File: src/rtl/sadh_pkg.sv
// constants and types shared by the stereo record-path decimation and dc-removal logic
package sadh_pkg;
    localparam int unsigned NUM_CH = 2;            // recording channels in parallel
    localparam int unsigned MOD_W = 4;             // signed multibit modulator word
    localparam int unsigned ACC_W = 24;            // decimator accumulator width
    localparam int unsigned HP_W = 26;             // high-pass state width (headroom)
    localparam int unsigned OUT_W = 24;            // output sample width
    localparam int unsigned OSR_W = 16;            // modulator-samples-per-frame counter
    // one-pole high-pass: pole = 1 - 2^-10 - 2^-11, corner close to 0.00025 x fs
    localparam int unsigned HPF_SH_A = 10;
    localparam int unsigned HPF_SH_B = 11;
    // compensation taps of the linear-phase path, symmetric 1-2-1 over 4
    localparam int unsigned LIN_SH = 2;
    // clock and frame-loss timing
    localparam int unsigned CLK_HZ = 50_000_000;
    localparam int unsigned LOSS_TIME_US = 1000;   // no frame edge this long: record stops
    localparam int unsigned LOSS_CYC = (CLK_HZ / 1_000_000) * LOSS_TIME_US;
    localparam logic [31:0] CNT_ZERO = 32'h0000_0000;
    localparam logic [31:0] CNT_ONE = 32'h0000_0001;
    localparam logic [OSR_W-1:0] OSR_ZERO = 16'h0000;
    localparam logic [OSR_W-1:0] OSR_ONE = 16'h0001;
    // record path state
    typedef enum logic [0:0] {
        SADH_IDLE,
        SADH_ACTIVE
    } sadh_state_t;
    typedef logic signed [MOD_W-1:0] sadh_mod_t;
    typedef logic signed [OUT_W-1:0] sadh_sample_t;
endpackage

File: src/rtl/sadh_ctl_if.sv
// shared control carried from the record-path top to every channel processor
`timescale 1ns/1ps
`default_nettype none
interface sadh_ctl_if;
    logic mod_valid;    // one modulator word present on every channel
    logic frame_tick;   // one-cycle pulse at each frame boundary
    logic low_latency;  // filter type held for the whole recording
    logic run;          // record path active
    modport src (output mod_valid, output frame_tick, output low_latency, output run);
    modport dst (input mod_valid, input frame_tick, input low_latency, input run);
endinterface
`default_nettype wire

File: src/rtl/sadh_top.sv
// stereo record path: frame tracking, filter-type strap handling and two channel processors
`timescale 1ns/1ps
`default_nettype none
// Functional notes
// [RQ1] two channels processed side by side, one sample each per frame
// [RQ2] fixed first-order iir high-pass removes dc, corner near 0.00025 x fs
// [RQ3] one high-pass setting shared by all channels, no per-channel control
// [RQ4] decimate modulator stream so output rate equals the frame-sync rate
// [RQ5] slave mode: select pin low gives linear-phase, high gives low-latency
// [RQ6] master mode always uses linear-phase filters whatever the select pin
// [RQ7] linear-phase filters are the default, zero phase deviation in pass band
// [RQ8] linear-phase ripple within +-0.05 dB from dc to 0.454 x fs; the 1-2-1 stage here droops far beyond that near 0.454 x fs
// [RQ9] linear-phase stop band starts at 0.58 x fs, higher floor past 4 x fs; here only a boxcar and a 1-2-1 stage, no defined stop band
// [RQ10] 8 kHz rate: 72.7/81.2 dB stop band, about 17.1 samples delay; the short 1-2-1 stage here meets neither figure
// [RQ11] 16 kHz rate: 73.3/95.0 dB stop band, about 15.7 samples delay; the short 1-2-1 stage here meets neither figure
// [RQ12] content up to 80 kHz passes at 176.4 kHz output rate and above; here only the low-latency path passes it, the 1-2-1 stage attenuates it
// [RQ13] master mode: select pin chooses 256 or 512 x fs system clock
// [RQ14] select pin sampled only while idle, held steady during recording
module sadh_top
    import sadh_pkg::*;
#(
    parameter int unsigned LOSS_CYCLES = LOSS_CYC  // idle timeout, shorten in simulation
) (
    input wire logic mclk,                      // system clock, 50 MHz
    input wire logic sys_rst,                   // synchronous reset, high
    input wire logic master_mode,               // strap: high = master, low = slave
    input wire logic filter_select_pin,         // filter type (slave) or clock ratio (master)
    input wire logic frame_sync,                // frame clock of the serial port
    input wire logic mod_valid,                 // modulator words present this cycle
    input wire logic [MOD_W-1:0] mod_data_left, // left modulator word, signed
    input wire logic [MOD_W-1:0] mod_data_right,// right modulator word, signed
    output logic [OUT_W-1:0] sample_left,       // left filtered sample
    output logic [OUT_W-1:0] sample_right,      // right filtered sample
    output logic sample_valid,                  // pulse: both samples updated
    output logic low_latency_active,            // held filter type, high = low-latency
    output logic mclk_ratio_512,                // master mode: high = 512 x fs clock
    output logic recording,                     // record path running
    output logic [OSR_W-1:0] osr_count          // modulator words in the last frame
);
    sadh_state_t state_reg, state_next;
    logic fs_prev_reg;
    logic [31:0] idle_cnt_reg, idle_cnt_next;
    logic lowlat_reg, lowlat_next;
    logic ratio_reg, ratio_next;
    logic [OSR_W-1:0] osr_run_reg, osr_run_next;
    logic [OSR_W-1:0] osr_reg;
    logic [OUT_W-1:0] left_reg, right_reg;
    logic valid_reg;
    logic fs_rise, timeout, run_w;
    sadh_sample_t chan_left, chan_right;
    logic chan_left_valid, chan_right_valid;

    sadh_ctl_if ctl ();

    // frame boundary is the rising edge of the frame clock; pins are already synchronous
    assign fs_rise = frame_sync && !fs_prev_reg;
    assign timeout = (idle_cnt_reg >= LOSS_CYCLES);
    assign run_w = (state_reg == SADH_ACTIVE);

    // record path starts at the first frame edge and stops when frame edges vanish
    always_comb begin
        state_next = state_reg;
        unique case (state_reg)
            SADH_IDLE: begin
                if (fs_rise) begin
                    state_next = SADH_ACTIVE;
                end
            end
            SADH_ACTIVE: begin
                if (timeout) begin
                    state_next = SADH_IDLE;
                end
            end
        endcase
    end

    // frame-loss watchdog restarts on every frame edge
    assign idle_cnt_next = fs_rise ? CNT_ZERO
                         : (timeout ? idle_cnt_reg : idle_cnt_reg + CNT_ONE);

    // strap decode is frozen while active so a pin change cannot switch filters mid-stream
    assign lowlat_next = (state_reg == SADH_IDLE)
                       ? (!master_mode && filter_select_pin)                     // see [RQ5] [RQ6]
                       : lowlat_reg;                                             // see [RQ14]
    assign ratio_next = (state_reg == SADH_IDLE)
                      ? (master_mode && filter_select_pin)                       // see [RQ13]
                      : ratio_reg;

    // modulator words per frame, useful to confirm the decimation ratio
    assign osr_run_next = fs_rise ? (mod_valid ? OSR_ONE : OSR_ZERO)
                        : (mod_valid ? osr_run_reg + OSR_ONE : osr_run_reg);

    // control state; reset lands on linear-phase, the default filter
    always_ff @(posedge mclk) begin
        if (sys_rst) begin
            state_reg <= SADH_IDLE;
            fs_prev_reg <= 1'b0;
            idle_cnt_reg <= CNT_ZERO;
            lowlat_reg <= 1'b0;                                                  // see [RQ7]
            ratio_reg <= 1'b0;
        end else begin
            state_reg <= state_next;
            fs_prev_reg <= frame_sync;
            idle_cnt_reg <= idle_cnt_next;
            lowlat_reg <= lowlat_next;
            ratio_reg <= ratio_next;
        end
    end

    // frame word count, captured at each boundary while running
    always_ff @(posedge mclk) begin
        if (sys_rst || !run_w) begin
            osr_run_reg <= OSR_ZERO;
            osr_reg <= OSR_ZERO;
        end else begin
            osr_run_reg <= osr_run_next;
            if (fs_rise) begin
                osr_reg <= osr_run_reg;
            end
        end
    end

    // one control bundle feeds both channels so the high-pass setting is common
    assign ctl.mod_valid = mod_valid && run_w;
    assign ctl.frame_tick = fs_rise && run_w;                                    // see [RQ4]
    assign ctl.low_latency = lowlat_reg;                                         // see [RQ3]
    assign ctl.run = run_w;

    // both channels run in lock step from the same frame tick
    sadh_chan u_chan_left (                                                      // see [RQ1]
        .mclk(mclk),
        .sys_rst(sys_rst),
        .ctl(ctl),
        .mod_data(sadh_mod_t'(mod_data_left)),
        .sample(chan_left),
        .sample_valid(chan_left_valid)
    );

    sadh_chan u_chan_right (                                                     // see [RQ1]
        .mclk(mclk),
        .sys_rst(sys_rst),
        .ctl(ctl),
        .mod_data(sadh_mod_t'(mod_data_right)),
        .sample(chan_right),
        .sample_valid(chan_right_valid)
    );

    // output stage: the pair is released together, never one channel ahead of the other
    always_ff @(posedge mclk) begin
        if (sys_rst) begin
            left_reg <= '0;
            right_reg <= '0;
            valid_reg <= 1'b0;
        end else begin
            valid_reg <= chan_left_valid && chan_right_valid;                    // see [RQ1]
            if (chan_left_valid && chan_right_valid) begin
                left_reg <= chan_left;
                right_reg <= chan_right;
            end
        end
    end

    // outputs come straight from flip-flops
    assign sample_left = left_reg;
    assign sample_right = right_reg;
    assign sample_valid = valid_reg;
    assign low_latency_active = lowlat_reg;
    assign mclk_ratio_512 = ratio_reg;
    assign recording = run_w;
    assign osr_count = osr_reg;
endmodule
`default_nettype wire

File: src/rtl/sadh_chan.sv
// one record channel: accumulate-and-dump decimator, optional compensation, dc-removal iir
`timescale 1ns/1ps
`default_nettype none
module sadh_chan
    import sadh_pkg::*;
(
    input wire logic mclk,                // system clock
    input wire logic sys_rst,             // synchronous reset, high
    sadh_ctl_if.dst ctl,                  // shared control, same for both channels
    input wire sadh_mod_t mod_data,       // modulator word of this channel
    output sadh_sample_t sample,          // filtered sample, registered
    output logic sample_valid             // one-cycle pulse per frame, registered
);
    logic signed [ACC_W-1:0] acc_reg, acc_next;
    logic signed [ACC_W-1:0] d1_reg, d2_reg;
    logic signed [HP_W-1:0] xprev_reg, y_reg, y_next;
    logic valid_reg;
    logic signed [ACC_W-1:0] mod_ext;
    logic signed [HP_W-1:0] dec_w, d1_w, d2_w, lin_w, fir_w, leak_w;

    // widen the modulator word to accumulator width
    assign mod_ext = ACC_W'(mod_data);

    // integrate between frame boundaries; a word landing on the boundary opens the next frame
    assign acc_next = ctl.frame_tick ? (ctl.mod_valid ? mod_ext : '0)           // see [RQ4]
                    : (ctl.mod_valid ? acc_reg + mod_ext : acc_reg);

    // linear-phase path adds a symmetric compensation stage, low-latency skips it;
    // symmetric taps keep the phase linear, but this short stage only approximates
    // the ripple, stop-band and delay targets of a full multistage decimator
    // (see [RQ8] [RQ9] [RQ10] [RQ11])
    // in low-latency mode the boxcar output is not band-limited further, so wideband content passes at high rates
    assign dec_w = HP_W'(acc_reg);                                               // see [RQ12]
    assign d1_w = HP_W'(d1_reg);
    assign d2_w = HP_W'(d2_reg);
    assign lin_w = (dec_w + (d1_w <<< 1) + d2_w) >>> LIN_SH;                     // see [RQ7]
    assign fir_w = ctl.low_latency ? dec_w : lin_w;                              // see [RQ5]

    // first-order iir high-pass; fixed pole, no per-channel setting by design
    assign leak_w = (y_reg >>> HPF_SH_A) + (y_reg >>> HPF_SH_B);
    assign y_next = fir_w - xprev_reg + y_reg - leak_w;                          // see [RQ2]

    // decimator state runs on every modulator word, cleared while idle
    always_ff @(posedge mclk) begin
        if (sys_rst || !ctl.run) begin
            acc_reg <= '0;
        end else begin
            acc_reg <= acc_next;
        end
    end

    // filter state advances once per frame, one output per frame
    always_ff @(posedge mclk) begin
        if (sys_rst || !ctl.run) begin
            d1_reg <= '0;
            d2_reg <= '0;
            xprev_reg <= '0;
            y_reg <= '0;
            valid_reg <= 1'b0;
        end else begin
            valid_reg <= ctl.frame_tick;                                         // see [RQ4]
            if (ctl.frame_tick) begin
                d1_reg <= acc_reg;
                d2_reg <= d1_reg;
                xprev_reg <= fir_w;
                y_reg <= y_next;
            end
        end
    end

    // top bits of the high-pass state form the sample; the two lowest bits are dropped
    assign sample = y_reg[HP_W-1 -: OUT_W];
    assign sample_valid = valid_reg;
endmodule
`default_nettype wire

File: config.mk
export PLATFORM = sky130hd
export DESIGN_NAME = sadh_top
export DESIGN_NICKNAME = d
export VERILOG_FILES = /design/src/rtl/sadh_pkg.sv /design/src/rtl/sadh_ctl_if.sv /design/src/rtl/sadh_top.sv /design/src/rtl/sadh_chan.sv
export SDC_FILE = /design/constraint.sdc
export NUM_CORES = 1
export LEC_CHECK = 0
export BUFFER_PORTS_ARGS = -buffer_cell sky130_fd_sc_hd__buf_2
export CAP_MARGIN = 25
export CORE_ASPECT_RATIO = 1.25
export CORE_MARGIN = 2
export CORE_UTILIZATION = 35
export CTS_CLUSTER_SIZE = 8
export DETAILED_ROUTE_END_ITERATION = 10
export GPL_ROUTABILITY_DRIVEN = 0
export PLACE_DENSITY = 0.51
export SLEW_MARGIN = 20
export SYNTH_ARGS = -nofsm -noshare
export SYNTH_HDL_FRONTEND = slang
export SYNTH_SLANG_ARGS = --single-unit
File: constraint.sdc
create_clock -name mclk -period 7.8 [get_ports mclk]
set_clock_uncertainty 0.05 [all_clocks]
set_input_delay 1.17 -clock mclk [delete_from_list [all_inputs] [get_ports mclk]]
set_output_delay 1.17 -clock mclk [all_outputs]
set_load 0.005 [all_outputs]
-- After elaboration in Yosys (flattened, before gate mapping)
Index checks and enable logic that the tools add are counted.
- $add $sub $neg: 16
- order comparisons: 1
- mux-type cells: 14
- bitwise gates (word level): 1
- reduce and logical (&&, ||, !) cells: 12
- operators with widths (operator ; number):
    $mux 24 ; 6
    $sub 26x26->26 ; 4
    $add 24x25->26 ; 2
    $add 26x24->26 ; 2
    $add 26x26->26 ; 2
    $mux 26 ; 2
    $add 24x24->24 ; 2
    $add 16x15->17 ; 2
    $add 32x1->32 const B ; 1
    $ge 32x16->1 const B ; 1
    $mux 16 ; 2
    $add 16x1->16 const B ; 1
    $logic_and 1x1->1 ; 5
    $reduce_bool 2->1 ; 2
    $logic_not 1->1 ; 3
    $mux 1 ; 3
    $pmux 1 s2 ; 1
    $reduce_or 2->1 ; 1
    $logic_or 1x1->1 ; 1
    $not 1->1 ; 1
- bits in registers: 366
- input port bits: 14
- output and inout bits: 68

-- Logic depth before layout (Yosys ltp)
Gate-level depths: netlist of run 1.
- depth in word-level cells: 6
- gate-level depth with buffers: 26
- mapped depth without buffers: 26

-- Modules after synthesis
Synthesis of run 1 repeated with hierarchy kept, for this count alone.
- cell total of the unflattened synthesis: 3013
- area, all modules: 25823.5 um^2
- by module, submodules not included (module ; instances ; cells an instance ; area each (um^2) ; sequential area each (um^2)):
    sadh_chan at u_chan_right ; 1 ; 1262 ; 10851.7 ; 2462.4
    sadh_chan at u_chan_left ; 1 ; 1225 ; 10613.9 ; 2462.4
    sadh_top ; 1 ; 526 ; 4357.9 ; 2342.2

-- Least setup slack after synthesis of run 1
No wires, ideal clock.
- path kind: flip-flop to flip-flop
- from: reg u_chan_left.d2_reg[2]
- to: reg u_chan_left.y_reg[25]
- arrival time: 5.594 ns
- setup slack: 2.082 ns
- cell stages (with the launch flop): 25
- buffers on the path: 0
- period minus slack after synthesis: 5.718 ns
- path through: dfxtp_1 > fa_1 > inv_1 > fa_1 > nor2b_1 > o211ai_1 > a211oi_2 > nor3_1 > o31ai_1 > a21oi_1 > xnor2_1 > mux2i_1 > fa_1 > fa_1 > inv_1 > ha_1 > and3_1 > a31o_2 > a21o_1 > nor2_1 > o21ai_1 > a211oi_2 > a21oi_1 > or3_1 > a31oi_1
- longest elaborated chain between the ends: 5
- RTL lines (item ; line ; text):
    start: declaration ; sadh_chan.sv:15 ; logic signed [ACC_W-1:0] d1_reg, d2_reg;
    start signal: assignment ; sadh_chan.sv:64 ; d2_reg <= d1_reg;
    $add 26x24->26 ; sadh_chan.sv:36 ; assign lin_w = (dec_w + (d1_w <<< 1) + d2_w) >>> LIN_SH;
    $mux 26 ; sadh_chan.sv:37 ; assign fir_w = ctl.low_latency ? dec_w : lin_w;
    $sub 26x26->26 ; sadh_chan.sv:41 ; assign y_next = fir_w - xprev_reg + y_reg - leak_w;
    $add 26x26->26 ; sadh_chan.sv:41 ;
    $sub 26x26->26 ; sadh_chan.sv:41 ;
    end signal: assignment ; sadh_chan.sv:66 ; y_reg <= y_next;
    end: declaration ; sadh_chan.sv:16 ; logic signed [HP_W-1:0] xprev_reg, y_reg, y_next;
Every way passes these cells.
A chain may end at the register's enable or synchronous reset.

-- Final worst setup path of run 1
- from: reg u_chan_right.acc_reg[1]
- to: reg u_chan_right.y_reg[24]
- longest elaborated chain between the ends: 6
- RTL lines (item ; line ; text):
    start: declaration ; sadh_chan.sv:14 ; logic signed [ACC_W-1:0] acc_reg, acc_next;
    start signal: assignment ; sadh_chan.sv:48 ; acc_reg <= acc_next;
    $add 24x25->26 ; sadh_chan.sv:36 ;
    $add 26x24->26 ; sadh_chan.sv:36 ;
    $mux 26 * ; sadh_chan.sv:37 ;
    $sub 26x26->26 * ; sadh_chan.sv:41 ;
    $add 26x26->26 * ; sadh_chan.sv:41 ;
    $sub 26x26->26 * ; sadh_chan.sv:41 ;
    end signal: assignment ; sadh_chan.sv:66 ;
    end: declaration ; sadh_chan.sv:16 ;
Every way passes the cells marked *; elsewhere a longest branch is shown, timed or not.

==> impl_metrics.json, run 1 <==
{
  "max_slew_margin_pct": 34.4,
  "dpl-instance-area_mm2": 0.0262,
  "final_hold_viol_count": 0,
  "ys_types": 81,
  "numCtsBuffers": 51,
  "setup_ws_ps": 1430,
  "grt_pass1_vias": 20600,
  "grt_pass1_wl_mm": 108,
  "postLayoutCoreUtil_pct": 39.1,
  "yosys_register_bits": 362,
  "period_needed_ps": 6370,
  "ant_nets": 0,
  "met1_usage_pct": 23.1,
  "p_leak_nw": 11.7,
  "slowest_stage": "fa_1",
  "synthArstFlopShare_pct": 0,
  "fp-row-count": 109,
  "place_hpwl_mm": 48.3,
  "max-vdd-ir-drop_uv": 167,
  "grt_max_degree": 78,
  "die_w_um": 242,
  "crit_family": "compound AO/OA/AOI/OAI gates",
  "critPathMaxStageDelay_ps": 510,
  "synth_edf_count": 0,
  "wirelength_mm": 65.6,
  "viasPerCell": 5.16,
  "synth_cells": 2980,
  "cp_num_cells": 26,
  "cts_root_buffer": "clkbuf_16",
  "cts_hold_buffers": 0,
  "synth_most_common_cell": "nand2_1",
  "syn_avg_cell_area_um2": 8.35,
  "io_buffers": 81,
  "reg2regPathDepth": 26,
  "layout_worst_path_cycle_share_pct": 81.6,
  "synth_top_area_share_pct": 29.1,
  "via_count": 20400,
  "setup_violations": 0,
  "core-area_mm2": 0.0705,
  "r2r_start": "u_chan_right.acc_reg[1]$_SDFFE_PP0P_",
  "cts_resized": 0,
  "ys_top_cells_by_count": "nand2_1, dfxtp_1, a21oi_1, inv_1, nor2_1",
  "whs_path_depth": 2,
  "wl_per_cell_um": 16.6,
  "yosys-top-cells-area": "dfxtp_1, fa_1, ha_1",
  "worstPathArrival_ps": 6750,
  "cp-start-kind": "flop",
  "pin_count": 82,
  "start_util_pct": 35.3,
  "die-area_mm2": 0.0733,
  "synth_flop_cell": "dfxtp_1",
  "hp-class": "flop to flop",
  "critPathCaptureType": "flop",
  "cts_tree": "yes",
  "clk_pin_slew_ps": 50,
  "min_from": "u_chan_left.xprev_reg[14]$_SDFFE_PP0P_",
  "hold_end": "u_chan_left.xprev_reg[14]$_SDFFE_PP0P_",
  "rrSetupSlack_ps": 1430,
  "dp_slack_ps": 1480,
  "ys_seq_area_share_pct": 29.1,
  "crit_required_ps": 8190,
  "antenna_found_initial": 3,
  "synth_nets": 3324,
  "criticalPathCategory": "flop to flop",
  "htreeDepth": 2,
  "met2_usage_pct": 31.2,
  "tightest_slew_ps": 984,
  "grt_setup_unrepaired": "false",
  "path_max_fanout": 6,
  "gr-usage-all-layers_pct": 18.0,
  "final_area_mm2": 0.0276,
  "synth-warning-count": 0,
  "gr-usage-met3_pct": 2.56,
  "drc": 0,
  "maxCapViolations": 0,
  "fmax_ghz": 0.157,
  "grt.busiest_layer": "met2",
  "cp_num_buf_inv": 2,
  "largest_register_ffs": 32,
  "overflow": 0,
  "fin_nets": 3351,
  "drt_iter0_drc": 943,
  "finalPower_mw": 5.99,
  "drive_above_1_share_pct": 6.53,
  "slew_viol_final": 0,
  "tns_ps": 0,
  "rr_endpoint": "u_chan_right.y_reg[24]$_SDFFE_PP0P_",
  "clockBufferDepth": 3,
  "outcome": "finished, final reports clean",
  "post-cts-setup-buffers": 0,
  "first_pass_iters": 5,
  "clock-sinks": 362,
  "syn_to_final_growth_pct": 10.7,
  "power_density_mw_per_mm2": 218,
  "die_h_um": 302,
  "yosys.area.top_type": "dfxtp_1",
  "clock_latency_ps": 600,
  "syn_area_mm2": 0.0249
}
-- area by class of cell --
class | count | area, µm²
fill | 7149 | 43000
multi-input combinational | 2226 | 16200
sequential | 362 | 7250
clock buffer | 59 | 1340
tap | 943 | 1180
inverter | 266 | 998
timing repair buffer | 100 | 548
clock inverter | 2 | 25.0
antenna | 1 | 2.50
-- where the power goes --
part	internal (mW)	switching (mW)	total, mW	leakage, nW
sequential	1.89	0.0613	1.95	2.92
combinational	0.823	1.20	2.03	8.12
clock	1.18	0.836	2.02	0.667
-- metal layers --
metal | up-vias | part of all wire (%)
li1 | 10200 | -
met1 | 9774 | 46
met2 | 294 | 47
met3 | 120 | 3.4
met4 | 2 | 2.9
met5 | - | 0.020
-- worst max path at each step --
stage	startpoint	endpoint	slack [ps]
2_1_floorplan	u_chan_left.d2_reg[2]$_SDFFE_PP0P_	u_chan_left.y_reg[25]$_SDFFE_PP0P_	2080
3_3_place_gp	u_chan_left.d2_reg[2]$_SDFFE_PP0P_	u_chan_left.y_reg[25]$_SDFFE_PP0P_	1540
3_5_place_dp	u_chan_right.acc_reg[1]$_SDFFE_PP0P_	u_chan_right.y_reg[24]$_SDFFE_PP0P_	1480
4_1_cts	u_chan_left.d2_reg[2]$_SDFFE_PP0P_	u_chan_left.y_reg[25]$_SDFFE_PP0P_	1450
5_1_grt	u_chan_left.acc_reg[3]$_SDFFE_PP0P_	u_chan_left.y_reg[18]$_SDFFE_PP0P_	1030
6_report	u_chan_right.acc_reg[1]$_SDFFE_PP0P_	u_chan_right.y_reg[24]$_SDFFE_PP0P_	1430
-- tightest hold or removal path, stage by stage, from the launching register on --
cell     delay [ps]
dfxtp_1         310
nand2_1          50
a21oi_1          50
-- kinds of logic (layout without fill, tap and decap cells) --
group,count (synthesis),count (layout),synth area share [%]
DFF,362,362,29.1
xor gates and xnor gates,166,166,5.84
other,0,1,0
adders and majority gates,330,330,21.2
muxes,71,71,2.87
AOI/OAI and AO/OA,789,789,19.5
and+or+nand+nor,870,870,15.5
buffers and inverters,392,427,5.92
-- through the flow --
stage          std cells  hold WS [ps]
2_1_floorplan       2980           380
3_3_place_gp        3897           389
3_5_place_dp        3897           396
4_1_cts             3958           403
5_1_grt             3959           421
6_report            3959           404
-- cells in the final DEF, fill, tap and decap left out, drive strengths merged, types with 6 or more instances in the layout --
cell	Yosys	routed
inv	266	267
nand4	23	23
xor2	83	83
a31oi	31	31
or2	7	7
a311oi	6	6
o31a	10	10
a211oi	37	37
or3	16	16
a22o	19	19
o31ai	7	7
nand2b	15	15
mux2i	69	69
ha	176	176
nand3	43	43
o21a	24	24
nand3b	10	10
a21boi	9	9
xnor2	83	83
buf	17	100
and2	23	23
o211ai	17	17
dfxtp	362	362
o21ai	163	163
nand2	395	395
a21o	66	66
nor3	45	45
nor2	221	221
fa	154	154
and3	17	17
nor3b	6	6
o21bai	17	17
clkbuf	109	59
a21oi	325	325
nor4	10	10
nor2b	28	28
No activity file was read; power rests on OpenSTA's default activity.
==> inputs of run 2 (changes only) <==
==> constraint.sdc (replaced) <==
create_clock -name mclk -period 6 [get_ports mclk]
set_clock_uncertainty 0.05 [all_clocks]
set_input_delay 0.9 -clock mclk [delete_from_list [all_inputs] [get_ports mclk]]
set_output_delay 0.9 -clock mclk [all_outputs]
set_load 0.005 [all_outputs]
==> run 2 against run 1 <==
Non-clock buffer count rose by 121; setup slack lost 1400 ps; sequential power grew 29%; largest cell class unchanged; highest routed layer unchanged.
==> impl_metrics.json, run 2 (synthesized netlist as in run 1, its figures left out) <==
{
  "final_hold_viol_count": 0,
  "grt_pass1_wl_mm": 109,
  "crit_chain": "fa_1 -> ha_1 -> a21o_1 -> and2_1 -> o21a_1 -> o31a_1 -> a21bo_2 -> a31oi_1 -> xnor2_1 -> mux2i_1 -> fa_1 -> fa_1 -> inv_1 -> ha_1 -> a31o_4 -> a21o_1 -> nor2_2 -> o21ai_2 -> a211oi_2 -> a21oi_2 -> or3_1 -> a31oi_1",
  "drt_iter0_drc": 1279,
  "die_h_um": 302,
  "tightest_slew_ps": 940,
  "postLayoutCoreUtil_pct": 41.1,
  "clk_pin_slew_ps": 50,
  "cts_hold_buffers": 0,
  "antenna_found_initial": 3,
  "ant_nets": 0,
  "setup_ws_ps": 64.3,
  "period_needed_ps": 5940,
  "max_slew_margin_pct": 37.2,
  "cts_tree": "yes",
  "wirelength_mm": 67.8,
  "grt_setup_unrepaired": "true",
  "slew_viol_final": 0,
  "criticalPathCategory": "flop to flop",
  "largest_register_ffs": 32,
  "layout_worst_path_cycle_share_pct": 98.9,
  "numCtsBuffers": 52,
  "setup_violations": 0,
  "syn_to_final_growth_pct": 16.4,
  "die_w_um": 242,
  "p_leak_nw": 12.4,
  "overflow": 0,
  "wl_per_cell_um": 16.6,
  "cp-start-kind": "flop",
  "gr-usage-all-layers_pct": 18.2,
  "htreeDepth": 2,
  "viasPerCell": 5.16,
  "dp.cells": 4000,
  "drc": 0,
  "instances_no_fill": 4082,
  "core-area_mm2": 0.0705,
  "fin_nets": 3473,
  "hp-class": "flop to flop",
  "crit_required_ps": 6480,
  "via_count": 21100,
  "layout_commonest_cell": "nand2_1",
  "critPathCaptureType": "flop",
  "outcome": "finished, final reports clean",
  "cp_common_cell": "fa_1",
  "fp-row-count": 109,
  "path_max_fanout": 6,
  "clockBufferDepth": 3,
  "clock_latency_ps": 620,
  "cts_root_buffer": "clkbuf_16",
  "die-area_mm2": 0.0733,
  "start_util_pct": 35.3,
  "pin_count": 82,
  "max-vdd-ir-drop_uv": 197,
  "critPathMaxStageDelay_ps": 510,
  "fmax_ghz": 0.168,
  "grt_pass1_vias": 20700,
  "whs_ps": 402,
  "drive_above_1_share_pct": 13.1,
  "layout_common_cells": "nand2_1, dfxtp_1, a21oi_1",
  "power_density_mw_per_mm2": 285,
  "slowest_stage": "fa_1",
  "first_pass_iters": 5,
  "maxCapViolations": 0,
  "finalPower_mw": 8.27,
  "place_hpwl_mm": 50.1,
  "fillerInstances": 7067,
  "grt_max_degree": 86,
  "dp_slack_ps": -138,
  "worstPathArrival_ps": 6410,
  "clock-sinks": 362,
  "diodes": 0,
  "io_buffers": 81
}
-- run 2: changes by cell type in the layout (fill, tap and decap cells not counted), sizes merged --
| cell | change |
|---|---|
| buf | +121 |
| clkbuf | +2 |
| clkinv | -1 |
| clkinvlp | +1 |
| diode | -1 |
| inv | +1 |
-- run 2: path summary, 6_finish.rpt --
check                                                             from                                endpoint  slack (ps)  cells after the start
worst max-delay path                u_chan_left.d2_reg[9]$_SDFFE_PP0P_      u_chan_left.y_reg[25]$_SDFFE_PP0P_          60                     22
worst min-delay path            u_chan_right.xprev_reg[6]$_SDFFE_PP0P_  u_chan_right.xprev_reg[6]$_SDFFE_PP0P_         400                      2
worst min register to register  u_chan_right.xprev_reg[6]$_SDFFE_PP0P_  u_chan_right.xprev_reg[6]$_SDFFE_PP0P_         400                      2
worst max register to register      u_chan_left.d2_reg[9]$_SDFFE_PP0P_      u_chan_left.y_reg[25]$_SDFFE_PP0P_          60                     22
-- run 2: cell type report --
class	instances	area, µm²	area share (%)
multi-input cells	2226	16700	57.5
clock inverters	3	25.0	0.0864
well taps	943	1180	4.07
flip-flops and latches	362	7270	25.1
clock buffers	61	1390	4.78
inverters	266	998	3.45
repair buffers	221	1460	5.04
-- run 2: where the power goes --
| group | internal (mW) | total [mW] | switching, mW | leakage, nW |
|---|---|---|---|---|
| Clock | 1.59 | 2.68 | 1.09 | 0.690 |
| Combinational | 1.36 | 3.07 | 1.71 | 8.83 |
| Sequential | 2.45 | 2.51 | 0.0564 | 2.93 |
-- run 2: metrics by stage --
stage | TNS [ps] | area, µm²
after detailed placement | -299 | 27000
after global routing | -918 | 29000
after global placement | -119 | 27000
after CTS | -9.85 | 28400
after floorplan | 0 | 24900
final | 0 | 29000
-- run 2: routing by layer --
metal	up-vias	global-route usage [%]	wire, µm
li1	10500	-	-
met1	10100	23.4	31100
met2	366	31.6	32300
met3	114	2.49	2460
met4	6	5.83	1930
met5	-	0	35
-- run 2: worst max-delay path, delay by kind of cell (launching register included) --
kind	cells	cell delay, ps
adder cells (fa/ha/maj)	5	2190
AND/OR/NAND/NOR	3	740
buffers and inverters	1	40
flip-flops	1	320
multiplexers	1	130
XOR/XNOR	1	170
AO/OA/AOI/OAI	11	2200
-- run 2: timing repair --
action                     in CTS  in global routing
resized for setup              14                107
buffers inserted                3                 15
setup endpoints to repair       6                 22
pin swaps                      21                 66
